===== src/rtl/scp_defines.svh =====
`ifndef SCP_DEFINES_SVH
`define SCP_DEFINES_SVH
// ==========================================================
// framing of one transfer
// ==========================================================
`define SCP_ADDR_BITS 7
`define SCP_DATA_BITS 8
`define SCP_FRAME_BITS 16
// bit counter value at the last header bit
`define SCP_HDR_LAST 5'h07
// bit counter value at the last frame bit
`define SCP_FRAME_LAST 5'h0f
// first counter value at which a falling edge shifts read data
`define SCP_OUT_SHIFT_FIRST 5'h09
// host side: first bit index that carries read data
`define SCP_RD_FIRST_BIT 4'h8
`define SCP_HOST_LAST_BIT 4'hf
// ==========================================================
// address the host watches for the output level setting
// ==========================================================
`define SCP_LEVEL_ADDR 7'h02
// ==========================================================
// pin index inside the device synchroniser bank
// ==========================================================
`define SCP_PIN_CLK 0
`define SCP_PIN_SEL 1
`define SCP_PIN_DIN 2
`define SCP_PIN_SYNCP 3
`define SCP_PIN_SYNCN 4
`define SCP_PIN_COUNT 5
// ==========================================================
// timing
// ==========================================================
// host clock half period in system clocks
`define SCP_HALF_CYCLES 16
`endif


===== src/rtl/scp_pkg.sv =====
`include "scp_defines.svh"
`default_nettype none
package scp_pkg;
   // ==========================================================
   // data types
   // ==========================================================
   typedef logic [`SCP_ADDR_BITS-1:0] scp_addr_type;
   typedef logic [`SCP_DATA_BITS-1:0] scp_data_type;
   // device framing states, one-hot
   typedef enum logic [5:0] {
      DEV_IDLE = 6'h01,
      DEV_HEADER = 6'h02,
      DEV_WDATA = 6'h04,
      DEV_RLOAD = 6'h08,
      DEV_RDATA = 6'h10,
      DEV_DONE = 6'h20
   } scp_dev_fsm_type;
   // host sequencer states, one-hot
   typedef enum logic [4:0] {
      HST_IDLE = 5'h01,
      HST_LOW = 5'h02,
      HST_HIGH = 5'h04,
      HST_FINISH = 5'h08,
      HST_GAP = 5'h10
   } scp_hst_fsm_type;
   // whole device state
   typedef struct packed {
      logic [`SCP_PIN_COUNT-1:0][2:0] syncPipe;
      logic [`SCP_PIN_COUNT-1:0] pinLvl;
      scp_dev_fsm_type state;
      logic [4:0] bitCnt;
      logic [`SCP_FRAME_BITS-1:0] shiftIn;
      scp_data_type outShift;
      logic sdo;
      logic sdoEn;
      scp_addr_type regAddr;
      scp_data_type regWrData;
      logic wrStrobe;
      logic rdStrobe;
      logic linkSyncRequest;
   } scp_dev_regs_type;
   // whole host state
   typedef struct packed {
      scp_hst_fsm_type state;
      logic [7:0] halfCnt;
      logic [3:0] bitCnt;
      logic [`SCP_FRAME_BITS-1:0] txShift;
      scp_data_type rxShift;
      logic isRead;
      logic isLevelWrite;
      logic levelProgrammed;
      logic [2:0] sdoPipe;
      logic sdoLvl;
      logic selN;
      logic sclk;
      logic mosi;
      logic syncP;
      logic syncN;
      logic ready;
      logic rspValid;
      logic rspRefused;
      scp_data_type rspData;
   } scp_hst_regs_type;
endpackage : scp_pkg
`default_nettype wire


===== src/rtl/scp_link_if.sv =====
`default_nettype none
// ==========================================================
// pins between host controller and configuration port
// ==========================================================
interface scp_link_if;
   logic portSelectN; // active low select
   logic serialClock; // host made serial clock
   logic serialDataIn; // host to device data
   logic serialDataOut; // device output value
   logic serialDataOutEn; // device drives data out
   logic serialDataLine; // resolved output wire
   logic syncReqPos; // differential sync request, plus
   logic syncReqNeg; // differential sync request, minus
   // floating output reads high through the pull-up
   assign serialDataLine = serialDataOutEn ? serialDataOut : 1'b1;
   modport device (
      input portSelectN,
      input serialClock,
      input serialDataIn,
      input syncReqPos,
      input syncReqNeg,
      output serialDataOut,
      output serialDataOutEn
   );
   modport host (
      output portSelectN,
      output serialClock,
      output serialDataIn,
      output syncReqPos,
      output syncReqNeg,
      input serialDataLine
   );
endinterface : scp_link_if
`default_nettype wire


===== src/rtl/scp_port_device.sv =====
`include "scp_defines.svh"
`default_nettype none
// ==========================================================
// configuration port, device end
// ==========================================================
// frame: one read flag, seven address bits, eight data bits,
// most significant first; data in taken on rising serial
// clock, data out changed on falling serial clock
module scp_port_device (
   input wire logic clk_sys,
   input wire logic rst_b,
   scp_link_if.device link,
   output scp_pkg::scp_addr_type regAddr,
   output scp_pkg::scp_data_type regWrData,
   output logic wrStrobe,
   output logic rdStrobe,
   input wire scp_pkg::scp_data_type readData,
   input wire logic syncSelect,
   input wire logic spiSyncRequest,
   output logic linkSyncRequest
);
   import scp_pkg::*;

   scp_dev_regs_type s; // current state
   scp_dev_regs_type next_s; // next state
   logic [`SCP_PIN_COUNT-1:0] pinRaw; // pins as they arrive
   logic [`SCP_PIN_COUNT-1:0] pinRise; // agreed rising change
   logic [`SCP_PIN_COUNT-1:0] pinFall; // agreed falling change
   logic selected; // port select held low
   logic clkRise; // serial clock rising
   logic clkFall; // serial clock falling
   logic [`SCP_FRAME_BITS-1:0] shifted; // frame after this bit
   logic [4:0] bitNext; // bit count after this bit
   logic pinRequest; // request seen on the pins

   // ==========================================================
   // pin gathering
   // ==========================================================
   // pins are bundled so one loop handles all synchronisers
   assign pinRaw[`SCP_PIN_CLK] = link.serialClock;
   assign pinRaw[`SCP_PIN_SEL] = link.portSelectN;
   assign pinRaw[`SCP_PIN_DIN] = link.serialDataIn;
   assign pinRaw[`SCP_PIN_SYNCP] = link.syncReqPos;
   assign pinRaw[`SCP_PIN_SYNCN] = link.syncReqNeg;

   // ==========================================================
   // change detection per pin
   // ==========================================================
   // a change counts once stages two and three agree; stage one
   // is left to stage two alone so metastability cannot leak
   genvar gi;
   generate
      for (gi = 0; gi < `SCP_PIN_COUNT; gi++) begin : g_edge
         // both late stages high while level still low
         assign pinRise[gi] = s.syncPipe[gi][1] &
            s.syncPipe[gi][2] & ~s.pinLvl[gi];
         // both late stages low while level still high
         assign pinFall[gi] = ~s.syncPipe[gi][1] &
            ~s.syncPipe[gi][2] & s.pinLvl[gi];
      end
   endgenerate

   // low level on the select pin means selected
   assign selected = ~s.pinLvl[`SCP_PIN_SEL];
   // serial clock edges drive all framing
   assign clkRise = pinRise[`SCP_PIN_CLK];
   assign clkFall = pinFall[`SCP_PIN_CLK];

   // ==========================================================
   // next state
   // ==========================================================
   always_comb begin
      next_s = s;
      // strobes last one cycle only
      next_s.wrStrobe = 1'b0;
      next_s.rdStrobe = 1'b0;
      // three stage shift per pin, then agreed level
      for (int i = 0; i < `SCP_PIN_COUNT; i++) begin
         next_s.syncPipe[i] = {s.syncPipe[i][1:0], pinRaw[i]};
         if (s.syncPipe[i][1] == s.syncPipe[i][2]) begin
            next_s.pinLvl[i] = s.syncPipe[i][2];
         end
      end
      // bit taken on this rising edge, from settled data level
      shifted = {s.shiftIn[`SCP_FRAME_BITS-2:0],
         s.pinLvl[`SCP_PIN_DIN]};
      bitNext = s.bitCnt + 5'h01;

      // ---- link sync request routing ----
      // differential pair low when plus sits below minus
      pinRequest = ~s.pinLvl[`SCP_PIN_SYNCP] &
         s.pinLvl[`SCP_PIN_SYNCN];
      // with the select bit set the pins may float, so
      // the pair is not looked at
      if (syncSelect) begin
         next_s.linkSyncRequest = spiSyncRequest;
      end else begin
         next_s.linkSyncRequest = pinRequest;
      end

      // ---- framing ----
      if (!selected) begin
         // deselected: output floats, nothing is shifted in
         next_s.state = DEV_IDLE;
         next_s.sdoEn = 1'b0;
         next_s.bitCnt = 5'h00;
      end else begin
         case (s.state)
            DEV_IDLE: begin
               // fresh selection, partial frames are dropped
               next_s.state = DEV_HEADER;
               next_s.bitCnt = 5'h00;
               next_s.shiftIn = 16'h0000;
               next_s.sdoEn = 1'b0;
               // a rising edge in this very cycle is kept
               if (clkRise) begin
                  next_s.shiftIn = shifted;
                  next_s.bitCnt = bitNext;
               end
            end
            DEV_HEADER: begin
               if (clkRise) begin
                  next_s.shiftIn = shifted;
                  next_s.bitCnt = bitNext;
                  if (s.bitCnt == `SCP_HDR_LAST) begin
                     // header complete: flag and address
                     next_s.regAddr = shifted[6:0];
                     if (shifted[7]) begin
                        next_s.rdStrobe = 1'b1;
                        next_s.state = DEV_RLOAD;
                     end else begin
                        next_s.state = DEV_WDATA;
                     end
                  end
               end
            end
            DEV_WDATA: begin
               if (clkRise) begin
                  next_s.shiftIn = shifted;
                  next_s.bitCnt = bitNext;
                  if (s.bitCnt == `SCP_FRAME_LAST) begin
                     next_s.regWrData = shifted[7:0];
                     next_s.wrStrobe = 1'b1;
                     next_s.state = DEV_DONE;
                  end
               end
            end
            DEV_RLOAD: begin
               // read data is valid in the strobe cycle; the
               // first bit goes out long before the next fall
               next_s.outShift = readData;
               next_s.sdo = readData[7];
               next_s.sdoEn = 1'b1;
               next_s.state = DEV_RDATA;
            end
            DEV_RDATA: begin
               if (clkRise) begin
                  next_s.shiftIn = shifted;
                  next_s.bitCnt = bitNext;
                  if (s.bitCnt == `SCP_FRAME_LAST) begin
                     // read finished, release the output
                     next_s.sdoEn = 1'b0;
                     next_s.state = DEV_DONE;
                  end
               end else if (clkFall &&
                  s.bitCnt >= `SCP_OUT_SHIFT_FIRST) begin
                  // first fall after loading is skipped so the
                  // top bit stands a full serial period
                  next_s.outShift = {s.outShift[6:0], 1'b0};
                  next_s.sdo = s.outShift[6];
               end
            end
            DEV_DONE: begin
               // extra clocks until deselect are ignored
               next_s.sdoEn = 1'b0;
            end
            default: begin
               next_s.state = DEV_IDLE;
               next_s.sdoEn = 1'b0;
            end
         endcase
      end
   end

   // ==========================================================
   // state register
   // ==========================================================
   // pipes reset to each pin's idle level: select high, sync
   // pair idle, clock and data low, so no false edge follows
   always_ff @(posedge clk_sys or negedge rst_b) begin
      if (!rst_b) begin
         s <= '{syncPipe: 15'h0e38, pinLvl: 5'h0a,
            state: DEV_IDLE, bitCnt: 5'h00, shiftIn: 16'h0000,
            outShift: 8'h00, sdo: 1'b0, sdoEn: 1'b0,
            regAddr: 7'h00, regWrData: 8'h00, wrStrobe: 1'b0,
            rdStrobe: 1'b0, linkSyncRequest: 1'b0};
      end else begin
         s <= next_s;
      end
   end

   // ==========================================================
   // outputs straight from the state register
   // ==========================================================
   assign link.serialDataOut = s.sdo;
   assign link.serialDataOutEn = s.sdoEn;
   assign regAddr = s.regAddr;
   assign regWrData = s.regWrData;
   assign wrStrobe = s.wrStrobe;
   assign rdStrobe = s.rdStrobe;
   assign linkSyncRequest = s.linkSyncRequest;
endmodule // scp_port_device
`default_nettype wire


===== src/flat_wrapper.sv =====
// flat-port wrapper written by rule: the top's interface ports become plain ports
module scp_port_device_flat import scp_pkg::*;
  (clk_sys, rst_b, regAddr, regWrData, wrStrobe, rdStrobe, readData, syncSelect, spiSyncRequest, linkSyncRequest, link_portSelectN, link_serialClock, link_serialDataIn, link_syncReqPos, link_syncReqNeg, link_serialDataOut, link_serialDataOutEn);
  scp_link_if link_i ();
  input wire logic clk_sys;
  input wire logic rst_b;
  output scp_pkg::scp_addr_type regAddr;
  output scp_pkg::scp_data_type regWrData;
  output logic wrStrobe;
  output logic rdStrobe;
  input wire scp_pkg::scp_data_type readData;
  input wire logic syncSelect;
  input wire logic spiSyncRequest;
  output logic linkSyncRequest;
  input wire logic [$bits(link_i.portSelectN)-1:0] link_portSelectN;
  input wire logic [$bits(link_i.serialClock)-1:0] link_serialClock;
  input wire logic [$bits(link_i.serialDataIn)-1:0] link_serialDataIn;
  input wire logic [$bits(link_i.syncReqPos)-1:0] link_syncReqPos;
  input wire logic [$bits(link_i.syncReqNeg)-1:0] link_syncReqNeg;
  output wire logic [$bits(link_i.serialDataOut)-1:0] link_serialDataOut;
  output wire logic [$bits(link_i.serialDataOutEn)-1:0] link_serialDataOutEn;
  assign link_i.portSelectN = link_portSelectN;
  assign link_i.serialClock = link_serialClock;
  assign link_i.serialDataIn = link_serialDataIn;
  assign link_i.syncReqPos = link_syncReqPos;
  assign link_i.syncReqNeg = link_syncReqNeg;
  assign link_serialDataOut = link_i.serialDataOut;
  assign link_serialDataOutEn = link_i.serialDataOutEn;
  scp_port_device u_core (.clk_sys(clk_sys), .rst_b(rst_b), .link(link_i), .regAddr(regAddr), .regWrData(regWrData), .wrStrobe(wrStrobe), .rdStrobe(rdStrobe), .readData(readData), .syncSelect(syncSelect), .spiSyncRequest(spiSyncRequest), .linkSyncRequest(linkSyncRequest));
endmodule

===== config.mk =====
export PLATFORM = sky130hd
export DESIGN_NAME = scp_port_device_flat
export DESIGN_NICKNAME = d
export VERILOG_FILES = /design/src/rtl/scp_pkg.sv /design/src/rtl/scp_link_if.sv /design/src/rtl/scp_port_device.sv /design/src/flat_wrapper.sv
export VERILOG_INCLUDE_DIRS = /design/src /design/src/rtl
export SDC_FILE = /design/constraint.sdc
export NUM_CORES = 1
export LEC_CHECK = 0
export BUFFER_PORTS_ARGS = -buffer_cell sky130_fd_sc_hd__buf_4
export CORE_ASPECT_RATIO = 2
export CORE_MARGIN = 3
export CORE_UTILIZATION = 53
export DETAILED_ROUTE_END_ITERATION = 10
export PLACE_DENSITY_LB_ADDON = 0.12
export SYNTH_ARGS = -nofsm -noshare
export SYNTH_HDL_FRONTEND = slang
export SYNTH_SLANG_ARGS = --single-unit

===== constraint.sdc =====
create_clock -name clk_sys -period 2.6 [get_ports clk_sys]
set_input_delay 0.65 -clock clk_sys [delete_from_list [all_inputs] [get_ports clk_sys]]
set_output_delay 0.65 -clock clk_sys [all_outputs]
set_load 0.02 [all_outputs]

==> results_dict.tcl <==
set metrics [dict create \
    hp-class "reg2reg" \
    ys_ff_latch 65 \
    pwr-share-seq 0.465 \
    worstPathArrival_ns 2.43 \
    synth.distinct_cells 53 \
    rsz0062_at_grt "no" \
    synth_edf_count 0 \
    internal_power_uw 1780 \
    drive_above_1_share 0.385 \
    areaGrowthSynthToFinish_pct 15.0 \
    clkLatencyLatePin_ns 0.34 \
    cts_tree "built" \
    syn_inst 225 \
    rows 37 \
    dp_hpwl_um 3660 \
    cp.required_ns 2.83 \
    die_h_um 111 \
    holdBufCountCts 0 \
    cts.sinks 65 \
    clk_pin_slew_ns 0.07 \
    power.share.clock 0.373 \
    wl_per_cell_um 16.5 \
    ir_worst_vdd_v 0.000627 \
    p_leak_uw 0.00159 \
    port-buffer-count 36 \
    setup_violations 0 \
    fin_area_um2 3350 \
    synth_area_per_cell_um2 12.9 \
    routabilityCongestion 0.853 \
    fin_crit_ns 2.20 \
    cp-startpoint "u_core.s[54]$_DFFE_PN0P_" \
    synth_nets 247 \
    worst_slew_margin_rel 0.481 \
    ys_async_sr_fraction 1.00 \
    grt_pass1_vias 1926 \
    tightestPinTransition_ns 0.778 \
    floorplan.die.width_um 58.4 \
    cts_root_buf "clkbuf_8" \
    die_area_um2 6470 \
    htreeDepth 3 \
    swShare 0.269 \
    nets 274 \
    path_max_fanout 8 \
    grt_use_total 0.188 \
    startpoint_type "register" \
    finalHoldViolCount 0 \
    core_um2 5230 \
    total_power_uw 2430 \
    synthFlopType "dfrtp_1" \
    power.combinational.fraction 0.162 \
    slew_violations 0 \
    end_kind "register" \
    grt_pass1_wl_um 9030 \
    postCtsSetupRepairBufs 0 \
    vias_per_cell 5.78 \
    clock_skew_ns 0.00424 \
    yosysWarnings 0 \
    dpl_cell_area_um2 3130 \
    power_switching_uw 655 \
    finalCritPeriodShare 0.847 \
    min-delay-start "u_core.next_s[67]$_DFF_PN0_" \
    cts_buffers 9 \
    vias 1822 \
    cts_resized 0 \
    ios 37 \
    diodes 0 \
    max_cap_violations 0 \
    grt_remaining_overflow 0 \
    power_density_nw_per_um2 727 \
    r2r_start "u_core.s[54]$_DFFE_PN0P_" \
    clock.fmax_mhz 454 \
    initialDrtViolationCount 50 \
    ant_nets 0 \
    seq_area_frac_synth 0.563 \
    grt_max_degree 66 \
    tns_ns 0 \
    status "finished, final reports clean" \
    first_pass_iters 4 \
    post-route-drc-count 0 \
    finalWorstSetupSlack_ns 0.398 \
    pre_cts_slack_ns 0.404 \
    initial_core_util 0.556 \
    synthesis.area_um2 2910 \
    antenna_found_initial 0 \
    routed_wl_um 5200 \
    crit_type "reg2reg" \
    clockBufferDepth 2 \
    holdWs_ns 0.349 \
]
==> flip-flops by register name, indices dropped and copies added, names as in the netlist <==
signal	cells
u_core.link.serialDataOut	1
u_core.link.serialDataOutEn	1
u_core.linkSyncRequest	1
u_core.next_s	10
u_core.rdStrobe	1
u_core.regAddr	7
u_core.regWrData	8
u_core.s	35
u_core.wrStrobe	1
==> power groups by stage <==
stage               Sequential, uW  Clock (uW)  Combinational [uW]
floorplan                     1110           0                 311
global placement              1150           0                 386
detailed placement            1150           0                 391
CTS                           1130         947                 395
global route                  1140         983                 443
finish                        1130         908                 395
==> synth_stat cells, types with 3 or more instances <==
cell       n  area, um^2
xor2_1     3        26.3
ha_1       5        62.6
nand2_1    4        15.0
buf_2      4        20.0
nor2b_1    4        25.0
a32o_1     7        70.1
maj3_1     4        40.0
nand2b_1   5        31.3
dfrtp_1   56        1400
a21oi_1    3        15.0
inv_1      6        22.5
mux2_2    27         304
and3b_1    3        26.3
clkbuf_1   5        18.8
nor3_1     4        20.0
buf_4     15         113
dfstp_2    9         236
nand3b_1   4        30.0
nor4b_1    3        26.3
nor2_1    10        37.5
o21ai_0    3        15.0
==> critical path: stages (launching register included) <==
cell and delay, ns:
dfrtp_1 0.43, or4_1 0.68, nor4_4 0.57, mux2_2 0.40
==> final timing paths <==
check,endpoint,slack [ns],depth (start not counted)
setup reg to reg,u_core.regWrData[1]$_DFFE_PN0P_,0.40,3
max in group asynchronous,u_core.s[52]$_DFFE_PN0P_,1.71,1
setup / recovery,u_core.regWrData[1]$_DFFE_PN0P_,0.40,3
hold / removal,u_core.next_s[68]$_DFF_PN0_,0.35,0
min in group asynchronous,u_core.regAddr[2]$_DFFE_PN0P_,0.38,1
hold reg to reg,u_core.next_s[68]$_DFF_PN0_,0.35,0
==> logic make-up (layout without fill, tap and decap cells) <==
family                     Yosys count  after routing  share of synthesized area
DFF                                 65             65                      0.563
and+or+nand+nor                     54             54                      0.124
AOI/OAI and AO/OA                   32             32                     0.0890
buffers and inverters               31             63                     0.0611
muxes                               30             30                      0.116
adders and majority gates            9              9                     0.0353
xor gates and xnor gates             4              4                     0.0120
==> stage by stage <==
step                       util  std cells
after floorplan               -        225
after global placement    0.599        299
after detailed placement  0.599        299
after CTS                 0.640        315
after global routing      0.640        315
final                     0.640        315
==> cell usage in the layout, fill, tap and decap left out, types with 3 or more instances in the layout <==
master	instances
a21oi_1	3
a32o_1	7
and3b_1	3
buf_4	41
clkbuf_8	9
dfrtp_1	56
dfstp_2	9
ha_1	5
inv_1	6
maj3_1	4
mux2_2	27
nand2_1	4
nand2b_1	5
nand3b_1	4
nor2_1	10
nor2b_1	4
nor3_1	4
nor4b_1	3
o21ai_0	3
xor2_1	3
==> cell type report <==
cell class	count	area, um^2
inverters	6	22.5
clock inverters	5	80.1
repair buffers	41	308
clock buffers	11	131
fillers	429	1890
multi-input cells	129	1090
flip-flops and latches	65	1640
well taps	58	72.6
==> metal layers <==
metal,wire length [um],track usage,vias to the layer above
li1,-,-,863
met1,1950,0.199,904
met2,2860,0.311,41
met3,220,0.0385,14
met4,167,0.139,0
met5,0,0,-
Note: power is estimated with default switching activity, not from simulation.
